[src/shared/tgc_pkg.sv]
package tgc_pkg;

    // Register indices on the plain register port
    localparam logic [3:0] TGC_OFS_MAIN_CTRL  = 4'h0;
    localparam logic [3:0] TGC_OFS_GATE_CTRL  = 4'h1;
    localparam logic [3:0] TGC_OFS_CLK_SEL    = 4'h2;
    localparam logic [3:0] TGC_OFS_GATE_SEL   = 4'h3;

    // Main control fields
    localparam int TGC_MAIN_ON_BIT    = 0;
    localparam int TGC_MAIN_RD16_BIT  = 1;
    localparam int TGC_MAIN_SYNC_BIT  = 2;
    localparam int TGC_MAIN_CKPS_LSB  = 4;
    localparam int TGC_MAIN_CKPS_MSB  = 5;
    localparam logic [7:0] TGC_MAIN_MASK = 8'h37;

    // Gate control fields
    localparam int TGC_GC_ENABLE_BIT  = 7;
    localparam int TGC_GC_POL_BIT     = 6;
    localparam int TGC_GC_TOGGLE_BIT  = 5;
    localparam int TGC_GC_SPM_BIT     = 4;
    localparam int TGC_GC_GO_BIT      = 3;
    localparam int TGC_GC_VAL_BIT     = 2;

    // Select field widths and masks
    localparam int TGC_CS_W  = 4;
    localparam int TGC_GSS_W = 5;
    localparam logic [7:0] TGC_CS_MASK  = 8'h0F;
    localparam logic [7:0] TGC_GSS_MASK = 8'h1F;

    // Reset values
    localparam logic [7:0] TGC_MAIN_RST      = 8'h00;
    localparam logic [3:0] TGC_GATE_CTRL_RST = 4'h0;
    localparam logic [3:0] TGC_CS_RST        = 4'h0;
    localparam logic [4:0] TGC_GSS_RST       = 5'h00;

    // Clock source codes
    localparam logic [3:0] TGC_CS_PIN      = 4'h0;
    localparam logic [3:0] TGC_CS_INSTR    = 4'h1;
    localparam logic [3:0] TGC_CS_SYS      = 4'h2;
    localparam logic [3:0] TGC_CS_HFOSC    = 4'h3;
    localparam logic [3:0] TGC_CS_LFOSC    = 4'h4;
    localparam logic [3:0] TGC_CS_MF500K   = 4'h5;
    localparam logic [3:0] TGC_CS_MF32K    = 4'h6;
    localparam logic [3:0] TGC_CS_SECOSC   = 4'h7;
    localparam logic [3:0] TGC_CS_REFCLK   = 4'h8;
    localparam logic [3:0] TGC_CS_OVF      = 4'h9;
    localparam logic [3:0] TGC_CS_LC1      = 4'hA;
    localparam int         TGC_CS_COUNT    = 14;

    // Gate source codes
    localparam logic [4:0] TGC_GS_PIN      = 5'h00;
    localparam logic [4:0] TGC_GS_OVF      = 5'h01;
    localparam logic [4:0] TGC_GS_SHORT    = 5'h02;
    localparam logic [4:0] TGC_GS_CCP1     = 5'h03;
    localparam logic [4:0] TGC_GS_CCP2     = 5'h04;
    localparam logic [4:0] TGC_GS_PWM3     = 5'h05;
    localparam logic [4:0] TGC_GS_OSC      = 5'h09;
    localparam logic [4:0] TGC_GS_CMP1     = 5'h0A;
    localparam logic [4:0] TGC_GS_CMP2     = 5'h0B;
    localparam logic [4:0] TGC_GS_ZCROSS   = 5'h0C;
    localparam logic [4:0] TGC_GS_LC1      = 5'h0D;
    localparam int         TGC_GS_COUNT    = 17;

    // Single-pulse acquisition states
    typedef enum logic [2:0] {
        TGC_SP_IDLE  = 3'b001,
        TGC_SP_ARMED = 3'b010,
        TGC_SP_RUN   = 3'b100
    } tgc_sp_state_type;

endpackage

[src/rtl/tgc_src_mux.sv]
`timescale 1ns/1ps
`default_nettype none

module tgc_src_mux #(
    parameter int N     = 14,
    parameter int SEL_W = 4
) (
    input  wire logic             ref_clk_i,
    input  wire logic             rstn_i,
    input  wire logic             clk_en_i,
    input  wire logic [N-1:0]     src_i,
    input  wire logic [SEL_W-1:0] sel_i,
    output logic                  out_o
);

    logic out_next;

    // Codes past the last source give a quiet low level
    always_comb begin
        out_next = 1'b0;
        for (int k = 0; k < N; k++) begin
            if (sel_i == k[SEL_W-1:0]) begin
                out_next = src_i[k];
            end
        end
    end

    always_ff @(posedge ref_clk_i or negedge rstn_i) begin
        if (!rstn_i) begin
            out_o <= 1'b0;
        end else if (clk_en_i) begin
            out_o <= out_next;
        end
    end

endmodule

`default_nettype wire

[src/rtl/tgc_gate_ctrl.sv]
// What this block does
// - Gate enable is ignored while the timer on bit is clear.
// - Gate enable set: count follows gate; clear: count continuously.
// - Polarity 1 counts while gate high, 0 counts while gate low.
// - Toggle mode routes gate through flip-flop; off holds it clear.
// - Toggle flip-flop flips on every rising edge of the gate.
// - Single-pulse mode bit enables or disables single-pulse acquisition.
// - Software sets go bit to arm; hardware clears it when acquisition ends.
// - Clearing single-pulse mode also clears the go bit.
// - Read-only gate value shows gate level regardless of gate enable.
// - Clock codes 0 to 3: pin, instruction, system, high oscillator.
// - Clock codes 4 to 9: low, two medium, secondary, reference, overflow.
// - Gate codes 0 to 4: pin, overflow, short timer, two captures.
// - Unimplemented bits read zero and ignore writes.
// - Controls clear on power reset; gate value resets low, then follows the gate.
// - Clearing timer on stops the timer and clears the gate flip-flop.
// - Armed pulse counts from next rising gate edge, done at trailing edge.
// - Falling edge of gate value raises the gate event flag always.
//
// The implementer's own choices: the plain strobed port and the placing of the registers.
`timescale 1ns/1ps
`default_nettype none

module tgc_gate_ctrl
    import tgc_pkg::*;
#(
    parameter int ADDR_W = 4
) (
    input  wire logic              ref_clk_i,
    input  wire logic              rstn_i,
    input  wire logic              clk_en_i,
    // Register port
    input  wire logic [ADDR_W-1:0] addr_i,
    input  wire logic [7:0]        wdata_i,
    input  wire logic              wr_i,
    input  wire logic              rd_i,
    output logic      [7:0]        rdata_o,
    // Clock sources
    input  wire logic              clock_pin_select_input_i,
    input  wire logic              instruction_clock_i,
    input  wire logic              system_clock_i,
    input  wire logic              high_internal_oscillator_i,
    input  wire logic              low_internal_oscillator_i,
    input  wire logic              medium_osc_500k_i,
    input  wire logic              medium_osc_32k_i,
    input  wire logic              secondary_oscillator_i,
    input  wire logic              reference_clock_output_i,
    input  wire logic              other_timer_overflow_i,
    input  wire logic [3:0]        logic_cell_output_i,
    // Gate sources
    input  wire logic              gate_pin_select_input_i,
    input  wire logic              short_timer_postscaled_output_i,
    input  wire logic              capture_compare_one_output_i,
    input  wire logic              capture_compare_two_output_i,
    input  wire logic [3:0]        pulse_width_output_i,
    input  wire logic              oscillator_output_i,
    input  wire logic              comparator_one_synced_i,
    input  wire logic              comparator_two_synced_i,
    input  wire logic              zero_cross_output_i,
    // Results
    output logic                   count_enable_o,
    output logic                   count_tick_o,
    output logic                   gate_value_status_o,
    output logic                   gate_event_flag_o,
    output logic                   timer_on_o
);

    logic [7:0]          main_ctrl_reg;
    logic                gate_enable_reg;
    logic                gate_polarity_reg;
    logic                gate_toggle_mode_reg;
    logic                gate_single_pulse_mode_reg;
    logic [TGC_CS_W-1:0] clk_sel_reg;
    logic [TGC_GSS_W-1:0] gate_sel_reg;
    tgc_sp_state_type    sp_state_reg;
    tgc_sp_state_type    sp_state_next;
    logic                toggle_ff_reg;
    logic                pol_gate_prev_reg;
    logic                path_gate_prev_reg;
    logic                gate_value_status_prev_reg;
    logic                clk_prev_reg;
    logic                gate_value_reg;
    logic                gate_event_reg;
    logic                tick_reg;
    logic                count_en_reg;

    logic [TGC_CS_COUNT-1:0] clk_src;
    logic [TGC_GS_COUNT-1:0] gate_src;
    logic                sel_clk;
    logic                sel_gate;
    logic                pol_gate;
    logic                path_gate;
    logic                spm_gate;
    logic                gate_rise;
    logic                path_rise;
    logic                path_fall;
    logic                timer_on;
    logic                wr_main;
    logic                wr_gc;
    logic                go_bit;
    logic [7:0]          rd_next;

    assign timer_on = main_ctrl_reg[TGC_MAIN_ON_BIT];
    assign wr_main  = wr_i && (addr_i == ADDR_W'(TGC_OFS_MAIN_CTRL));
    assign wr_gc    = wr_i && (addr_i == ADDR_W'(TGC_OFS_GATE_CTRL));
    assign go_bit   = (sp_state_reg != TGC_SP_IDLE);

    // Clock source vector indexed by select code
    assign clk_src = {logic_cell_output_i,
                      other_timer_overflow_i,
                      reference_clock_output_i,
                      secondary_oscillator_i,
                      medium_osc_32k_i,
                      medium_osc_500k_i,
                      low_internal_oscillator_i,
                      high_internal_oscillator_i,
                      system_clock_i,
                      instruction_clock_i,
                      clock_pin_select_input_i};

    // Gate source vector indexed by select code
    assign gate_src = {logic_cell_output_i,
                       zero_cross_output_i,
                       comparator_two_synced_i,
                       comparator_one_synced_i,
                       oscillator_output_i,
                       pulse_width_output_i,
                       capture_compare_two_output_i,
                       capture_compare_one_output_i,
                       short_timer_postscaled_output_i,
                       other_timer_overflow_i,
                       gate_pin_select_input_i};

    tgc_src_mux #(
        .N     (TGC_CS_COUNT),
        .SEL_W (TGC_CS_W)
    ) u_clk_mux (
        .ref_clk_i (ref_clk_i),
        .rstn_i    (rstn_i),
        .clk_en_i  (clk_en_i),
        .src_i     (clk_src),
        .sel_i     (clk_sel_reg),     // Reserved codes give low
        .out_o     (sel_clk)
    );

    tgc_src_mux #(
        .N     (TGC_GS_COUNT),
        .SEL_W (TGC_GSS_W)
    ) u_gate_mux (
        .ref_clk_i (ref_clk_i),
        .rstn_i    (rstn_i),
        .clk_en_i  (clk_en_i),
        .src_i     (gate_src),
        .sel_i     (gate_sel_reg),    // Reserved codes give low
        .out_o     (sel_gate)
    );

    // Gate path, stage by stage
    assign pol_gate  = gate_polarity_reg ? sel_gate : ~sel_gate;
    assign gate_rise = pol_gate && !pol_gate_prev_reg;
    assign path_gate = gate_toggle_mode_reg ? toggle_ff_reg
                                            : pol_gate;
    assign path_rise = path_gate && !path_gate_prev_reg;
    assign path_fall = !path_gate && path_gate_prev_reg;
    assign spm_gate  = (sp_state_reg == TGC_SP_RUN) && path_gate;

    // Main control register
    always_ff @(posedge ref_clk_i or negedge rstn_i) begin
        if (!rstn_i) begin
            main_ctrl_reg <= TGC_MAIN_RST;
        end else if (clk_en_i && wr_main) begin
            main_ctrl_reg <= wdata_i & TGC_MAIN_MASK;
        end
    end

    // Writable gate control bits
    always_ff @(posedge ref_clk_i or negedge rstn_i) begin
        if (!rstn_i) begin
            {gate_enable_reg, gate_polarity_reg, gate_toggle_mode_reg,
             gate_single_pulse_mode_reg} <= TGC_GATE_CTRL_RST;
        end else if (clk_en_i && wr_gc) begin
            gate_enable_reg            <= wdata_i[TGC_GC_ENABLE_BIT];
            gate_polarity_reg          <= wdata_i[TGC_GC_POL_BIT];
            gate_toggle_mode_reg       <= wdata_i[TGC_GC_TOGGLE_BIT];
            gate_single_pulse_mode_reg <= wdata_i[TGC_GC_SPM_BIT];
        end
    end

    // Source select registers
    always_ff @(posedge ref_clk_i or negedge rstn_i) begin
        if (!rstn_i) begin
            clk_sel_reg  <= TGC_CS_RST;
            gate_sel_reg <= TGC_GSS_RST;
        end else if (clk_en_i && wr_i) begin
            if (addr_i == ADDR_W'(TGC_OFS_CLK_SEL)) begin
                clk_sel_reg <= wdata_i[TGC_CS_W-1:0];
            end
            if (addr_i == ADDR_W'(TGC_OFS_GATE_SEL)) begin
                gate_sel_reg <= wdata_i[TGC_GSS_W-1:0];
            end
        end
    end

    // Toggle flip-flop
    always_ff @(posedge ref_clk_i or negedge rstn_i) begin
        if (!rstn_i) begin
            toggle_ff_reg <= 1'b0;
        end else if (clk_en_i) begin
            if (!timer_on) begin
                toggle_ff_reg <= 1'b0;
            end else if (!gate_toggle_mode_reg) begin
                toggle_ff_reg <= 1'b0;
            end else if (gate_rise) begin
                toggle_ff_reg <= ~toggle_ff_reg;
            end
        end
    end

    // Edge history for gate, path and selected clock
    always_ff @(posedge ref_clk_i or negedge rstn_i) begin
        if (!rstn_i) begin
            pol_gate_prev_reg  <= 1'b0;
            path_gate_prev_reg <= 1'b0;
            clk_prev_reg       <= 1'b0;
        end else if (clk_en_i) begin
            pol_gate_prev_reg  <= pol_gate;
            path_gate_prev_reg <= path_gate;
            clk_prev_reg       <= sel_clk;
        end
    end

    // Single-pulse acquisition; a software arm wins over completion
    always_comb begin
        sp_state_next = sp_state_reg;
        case (sp_state_reg)
            TGC_SP_IDLE: begin
                sp_state_next = TGC_SP_IDLE;
            end
            TGC_SP_ARMED: begin
                if (path_rise) begin
                    sp_state_next = TGC_SP_RUN;
                end
            end
            TGC_SP_RUN: begin
                if (path_fall) begin
                    sp_state_next = TGC_SP_IDLE;
                end
            end
            default: begin
                sp_state_next = TGC_SP_IDLE;
            end
        endcase
        if (wr_gc) begin
            if (!wdata_i[TGC_GC_GO_BIT]) begin
                sp_state_next = TGC_SP_IDLE;
            end else if (sp_state_reg == TGC_SP_IDLE
                         || sp_state_next == TGC_SP_IDLE) begin
                sp_state_next = TGC_SP_ARMED;
            end
        end
        if ((wr_gc && !wdata_i[TGC_GC_SPM_BIT])
            || (!wr_gc && !gate_single_pulse_mode_reg)) begin
            sp_state_next = TGC_SP_IDLE;
        end
    end

    always_ff @(posedge ref_clk_i or negedge rstn_i) begin
        if (!rstn_i) begin
            sp_state_reg <= TGC_SP_IDLE;
        end else if (clk_en_i) begin
            sp_state_reg <= sp_state_next;
        end
    end

    // Gate value status and falling-edge event
    always_ff @(posedge ref_clk_i or negedge rstn_i) begin
        if (!rstn_i) begin
            gate_value_reg <= 1'b0;
            gate_value_status_prev_reg  <= 1'b0;
            gate_event_reg <= 1'b0;
        end else if (clk_en_i) begin
            gate_value_reg <= gate_single_pulse_mode_reg ? spm_gate
                              : path_gate;
            gate_value_status_prev_reg  <= gate_value_reg;
            gate_event_reg <= gate_value_status_prev_reg && !gate_value_reg;
        end
    end

    // Count enable and count tick
    always_ff @(posedge ref_clk_i or negedge rstn_i) begin
        if (!rstn_i) begin
            count_en_reg <= 1'b0;
            tick_reg     <= 1'b0;
        end else if (clk_en_i) begin
            if (!timer_on) begin
                count_en_reg <= 1'b0;
            end else if (gate_enable_reg) begin
                count_en_reg <= gate_single_pulse_mode_reg ? spm_gate
                                : path_gate;
            end else begin
                count_en_reg <= 1'b1;
            end
            tick_reg <= count_en_reg && sel_clk && !clk_prev_reg;
        end
    end

    // Register read data, one cycle after the strobe
    always_comb begin
        rd_next = 8'h00;
        case (addr_i)
            ADDR_W'(TGC_OFS_MAIN_CTRL): begin
                rd_next = main_ctrl_reg;
            end
            ADDR_W'(TGC_OFS_GATE_CTRL): begin
                rd_next[TGC_GC_ENABLE_BIT] = gate_enable_reg;
                rd_next[TGC_GC_POL_BIT]    = gate_polarity_reg;
                rd_next[TGC_GC_TOGGLE_BIT] = gate_toggle_mode_reg;
                rd_next[TGC_GC_SPM_BIT]    = gate_single_pulse_mode_reg;
                rd_next[TGC_GC_GO_BIT]     = go_bit;
                rd_next[TGC_GC_VAL_BIT]    = gate_value_reg;
            end
            ADDR_W'(TGC_OFS_CLK_SEL): begin
                rd_next = {4'h0, clk_sel_reg};
            end
            ADDR_W'(TGC_OFS_GATE_SEL): begin
                rd_next = {3'h0, gate_sel_reg};
            end
            default: begin
                rd_next = 8'h00;
            end
        endcase
    end

    always_ff @(posedge ref_clk_i or negedge rstn_i) begin
        if (!rstn_i) begin
            rdata_o <= 8'h00;
        end else if (clk_en_i) begin
            rdata_o <= rd_i ? rd_next : 8'h00;
        end
    end

    assign count_enable_o      = count_en_reg;
    assign count_tick_o        = tick_reg;
    assign gate_value_status_o = gate_value_reg;
    assign gate_event_flag_o   = gate_event_reg;
    assign timer_on_o          = timer_on;

endmodule

`default_nettype wire

[config.mk]
export PLATFORM = sky130hd
export DESIGN_NAME = tgc_gate_ctrl
export DESIGN_NICKNAME = d
export VERILOG_FILES = /design/src/shared/tgc_pkg.sv /design/src/rtl/tgc_src_mux.sv /design/src/rtl/tgc_gate_ctrl.sv
export SDC_FILE = /design/constraint.sdc
export NUM_CORES = 1
export LEC_CHECK = 0
export BUFFER_PORTS_ARGS = -buffer_cell sky130_fd_sc_hd__buf_2
export CAP_MARGIN = 20
export CORE_ASPECT_RATIO = 0.5
export CORE_MARGIN = 5
export CORE_UTILIZATION = 45
export DETAILED_ROUTE_END_ITERATION = 7
export PLACE_DENSITY_LB_ADDON = 0.2
export SETUP_SLACK_MARGIN = 0.05
export SYNTH_ARGS = -nofsm -noshare
export SYNTH_HDL_FRONTEND = slang
export SYNTH_SLANG_ARGS = --single-unit
export TNS_END_PERCENT = 20
[constraint.sdc]
create_clock -name ref_clk_i -period 1.7 [get_ports ref_clk_i]
set_input_delay 0.085 -clock ref_clk_i [delete_from_list [all_inputs] [get_ports ref_clk_i]]
set_output_delay 0.085 -clock ref_clk_i [all_outputs]
set_load 0.01 [all_outputs]
Word-level counts from Yosys, hierarchy flattened

Index checks and enable logic that the tools add are counted.

Register bits: 40
Output and inout bits: 13

Reductions and logical operators: 30
Muxes and demuxes: 49
Bitwise gates (word level): 2
Equality and inequality tests: 38

Operators with widths:

| cell                                                                     | count |
|---|---|
| 5-bit by 4-bit equality test with 1-bit output (second input constant)   | 8 |
| 1-bit two-way mux                                                        | 39 |
| 4-bit equality test (second input constant)                              | 6 |
| 6-bit one-hot mux with 4 select lines                                    | 1 |
| 5-bit by 3-bit equality test with 1-bit output (second input constant)   | 4 |
| 3-bit two-way mux                                                        | 6 |
| 4-bit by 2-bit equality test with 1-bit output (second input constant)   | 4 |
| 4-bit by 3-bit equality test with 1-bit output (second input constant)   | 4 |
| 1-bit logical AND                                                        | 14 |
| 5-bit by 2-bit equality test with 1-bit output (second input constant)   | 2 |
| 4-bit by 1-bit equality test with 1-bit output (second input constant)   | 2 |
| 1-bit zero test                                                          | 8 |
| 4-bit zero test                                                          | 2 |
| 8-bit two-way mux                                                        | 1 |
| 3-bit by 1-bit equality test with 1-bit output (second input constant)   | 2 |
| 2-bit one-hot mux with 3 select lines                                    | 1 |
| 3-bit one-hot mux with 2 select lines                                    | 1 |
| 2-bit AND reduction                                                      | 3 |
| 5-bit by 1-bit equality test with 1-bit output (second input constant)   | 1 |
| 5-bit equality test (second input constant)                              | 1 |
| 5-bit zero test                                                          | 1 |
| 3-bit by 2-bit equality test with 1-bit output (second input constant)   | 1 |
| 3-bit equality test (second input constant)                              | 1 |
| 3-bit by 1-bit inequality test with 1-bit output (second input constant) | 1 |
| 3 further kinds                                                          | 5 |

Longest topological paths before layout

Word-level depth: 18
Mapped depth: 6

Modules after synthesis

A second synthesis with hierarchy kept.

Cells, all modules: 216
Area, all modules: 2314.7 µm²

By module, submodules not included:

| module                    | area each (µm²) | instances | sequential area each (µm²) | cells an instance |
|---|---|---|---|---|
| tgc_gate_ctrl             | 1786.7          | 1         | 952.2                      | 145 |
| tgc_src_mux at u_gate_mux | 326.6           | 1         | 25.0                       | 45 |
| tgc_src_mux at u_clk_mux  | 201.4           | 1         | 25.0                       | 26 |

Worst setup path before layout

OpenSTA, ideal clock, no wires.

Path type: flip-flop to flip-flop
From: reg clk_sel_reg[0]
To: reg u_clk_mux.out_o
Library setup time: 0.127 ns
Path slack: 0.193 ns
Stages on the path, launching flop included: 6
Required time: 1.573 ns
Arrival time: 1.380 ns
Cell sequence: dfrtp_1 -> buf_6 -> mux4_2 -> nand2b_4 -> a221oi_2 -> a21oi_1

Longest elaborated chain between the ends: 15
Elaborated cells between the ends (all ways): 28
Classes of those cells: eq/ne: 13; mux: 14; reduce/logical: 1

RTL lines:

| element                          | line                 | text |
|---|---|---|
| start: declaration               | tgc_gate_ctrl.sv:73  | `logic [TGC_CS_W-1:0] clk_sel_reg;` |
| start signal: assignment         | tgc_gate_ctrl.sv:196 | `clk_sel_reg <= wdata_i[TGC_CS_W-1:0];` |
| 4-bit zero test                  | tgc_src_mux.sv:22    | `if (sel_i == k[SEL_W-1:0]) begin` |
| 1-bit two-way mux (13 in series) | tgc_src_mux.sv:22    |  |
| 1-bit two-way mux *              | tgc_src_mux.sv:22    |  |
| end signal: assignment           | tgc_src_mux.sv:32    | `out_o <= out_next;` |
| end: declaration                 | tgc_src_mux.sv:13    | `output logic out_o` |

Mark *: on every way between the ends. The rest lies on a longest branch, timed or not.
A chain may end at the register's enable or synchronous reset.

Worst setup path after layout

From: reg gate_sel_reg[0]
To: reg u_gate_mux.out_o

Longest elaborated chain between the ends: 18
Elaborated cells between the ends (all ways): 34
Classes of those cells: eq/ne: 16; mux: 17; reduce/logical: 1

RTL lines:

| element                          | line                 | text |
|---|---|---|
| start: declaration               | tgc_gate_ctrl.sv:74  | `logic [TGC_GSS_W-1:0] gate_sel_reg;` |
| start signal: assignment         | tgc_gate_ctrl.sv:199 | `gate_sel_reg <= wdata_i[TGC_GSS_W-1:0];` |
| 5-bit zero test                  | tgc_src_mux.sv:22    |  |
| 1-bit two-way mux (16 in series) | tgc_src_mux.sv:22    |  |
| 1-bit two-way mux *              | tgc_src_mux.sv:22    |  |
| end signal: assignment           | tgc_src_mux.sv:32    |  |
| end: declaration                 | tgc_src_mux.sv:13    |  |

Marked as above.

==> run metrics <==
Top Family by Delay on Critical Path=multiplexers; Mapped Area=0.00216 mm²; routed vias/inst=5.45; sequential share of the synthesized area=46.3%; ys flop type=dfrtp_1; first-pass GRT wire length=around 8800 µm; worst min path class=in2reg; ANT nets after route=0; crit end category=flop; layout cell share with drive strength beyond 1=39.9%; crit path cell chain=mux4_2, mux2i_1, a211o_1, a41oi_1; global route total overflow=0; total wire length=around 5300 µm; reg-to-reg slack, setup=120 ps; Tcrit/Tclk final=around 93%; routed via count=between 1500 and 2000; synthesis warning total=0; Final Hold Viols=0; Clock Root Buffer=clkbuf_8; Slew @ Worst Pin=between 400 and 500 ps; VDD IR max=0.486 mV; TNS Setup=0 ps; Synth Net Count=roughly 230; clock latency on the worst-skew pair=300 ps; syn avg cell area=roughly 12 µm²; # port buffers=55; DRC=0; CP arrival=1740 ps; Chip Height=roughly 60 µm; worst r2r dst=u_gate_mux.out_o$_DFFE_PN0P_; CP max FO=5; critical path class=reg2reg; FMAX=roughly 630 MHz; sum of buffers and inverters on the critical path=0; RSZ-0062 raised after global routing=yes; Max Cap Violations=0; pins over their slew limit=0; worst endpoint required time=around 1900 ps; Layout Nets=290; Clock Skew=slightly above 5 ps; drt pass-1 iters=4; CTS tree=yes; Critical-path top delay cell=mux4_2; Die Wd=between 100 and 150 µm; Rows=17; CTS H-tree depth=2; # diodes=0; status=complete, no violations; number of antenna violations at the first check in global routing=0; initial drt markers=between 50 and 60; CP max stage delay=around 500 ps; WP depth=4; I/O pin total=56; max FFs per register=8; reg2reg start=gate_sel_reg[0]$_DFFE_PN0P_; EDFF count, synth=0; Placeable Area=about 0.0045 mm²; hold_sp=wdata_i[5]; Seq cells post-synth=40; Lkg Pwr=around 1.2 nW; final worst slack=~120 ps; Cell variety after synth=50; Reg2Reg Depth=4; Post-synth ARST share=between 90% and 100%; GR Util All Layers=between 10% and 20%; DPL Wire Length=4200 µm; Avg WL per Cell=between 15 and 20 µm; clk sink count=40; Tmin final=between 1500 and 2000 ps; total power divided by cell area=between 1000 and 1500 mW/mm²; crit start category=flop; CP endpoint=u_gate_mux.out_o$_DFFE_PN0P_; Synth-to-Final Area Change=24.0%; CP Launch Point=gate_sel_reg[0]$_DFFE_PN0P_; die area=approximately 0.0064 mm²; Max clock buf depth=2; dpl ws=75.4 ps; largest net degree at the start of global routing=21; starting density of the core=between 40% and 50%; worst relative slew slack=a little over 70%; post-synthesis cell count=between 150 and 200; Final Wtd Congestion=between 0.8 and 0.9; endpoints failing setup=0; cts bufs inserted=5; vias in the first global route=about 1800; CTS clk-pin slew, worst paths=about 80 ps
==> synth_stat cells, types with 3 or more instances <==
cell       count  share of area, %
o21ai_0        4              0.92
mux2_1        13               6.8
dfrtp_1       39                45
inv_1          8               1.4
mux4_2         6               6.2
mux2i_1        7               3.2
o2bb2ai_1      5               2.0
mux2_2        11               5.7
o32ai_1        3               1.2
nand2_1        7               1.2
a21oi_1        7               1.6
nor2b_1        5               1.4
a22o_1         4               1.6
nor2_1        14               2.4
buf_2          5               1.2
nand3_1        3              0.69
==> what timing repair did <==
item / 4_1_cts / 5_1_grt
setup buffers: 0 / 0
endpoints found under the setup margin: 0 / 4
hold buffers: 3 / 0
resized for setup: 0 / 4
hold endpoints to repair: 19 / 0
==> cell families after synthesis <==
logic type / after synthesis / synth area share (%)
compound gates: 41 / 14.7
xor+xnor: 1 / 0.405
buf+inv: 19 / 4.33
flops: 40 / 46.3
mux: 37 / 22.0
simple gates: 46 / 12.3
==> power breakdown <==
part,total [mW],internal [mW],switching [mW]
combinational,0.708,0.389,0.319
sequential,1.28,1.12,0.156
clock,0.814,0.442,0.372
==> layout make-up <==
class / instances / area [µm²]
repair buffers: 67 / 373
flip-flops and latches: 40 / 1000
well taps: 66 / 82.6
multi-input cells: 125 / 1080
inverters: 8 / 30.0
fillers: 391 / 1850
clock inverters: 3 / 46.3
clock buffers: 5 / 68.8
==> how the worst min path moves through the flow <==
stage	end	slack, ps	cells after the start
finish	main_ctrl_reg[5]$_DFFE_PN0P_	10	2
global route	main_ctrl_reg[5]$_DFFE_PN0P_	20	2
CTS	main_ctrl_reg[5]$_DFFE_PN0P_	6	2
detailed placement	main_ctrl_reg[1]$_DFFE_PN0P_	60	1
global placement	main_ctrl_reg[1]$_DFFE_PN0P_	50	1
floorplan	clk_prev_reg$_DFFE_PN0P_	-210	0
==> per-stage QoR <==
stage               power, mW  util (%)  cell area (µm²)  hold slack (ps)  std cells
detailed placement       2.00      55.8             2530             55.6        303
CTS                      2.82      59.0             2670             5.71        314
global route             2.95      59.2             2680             18.1        314
floorplan                1.75         -             2160             -211        184
global placement         1.97      55.8             2530             50.8        303
finish                   2.80      59.2             2680             14.1        314
==> worst reg2reg max path: cells and delay by family (launching register included) <==
kind | cells | cell delay, ps
flops | 1 | 430
mux | 2 | 700
compound gates | 2 | 310
==> metal layers <==
metal	share of wire, %	global-route usage (%)	wire, µm
met5	0	0	0
met4	1.6	7.37	84
met3	6.0	3.70	318
met2	43	27.1	2300
met1	49	25.8	2630
==> placed cells by master, fill, tap and decap left out, drive strengths merged, types with 2 or more instances in the layout <==
cell type,count
clkbuf,5
nor2,14
nand3,3
o21ai,4
dlygate4sd3,3
a221oi,3
o32ai,3
nand2b,3
mux2,24
nand4b,2
o2bb2ai,5
mux2i,7
nand4,2
inv,9
buf,64
nor2b,5
a211o,2
a21oi,7
mux4,6
dfrtp,39
a31oi,2
nand2,7
a22o,4
a31o,3
Note: power is estimated with default switching activity, not from simulation.
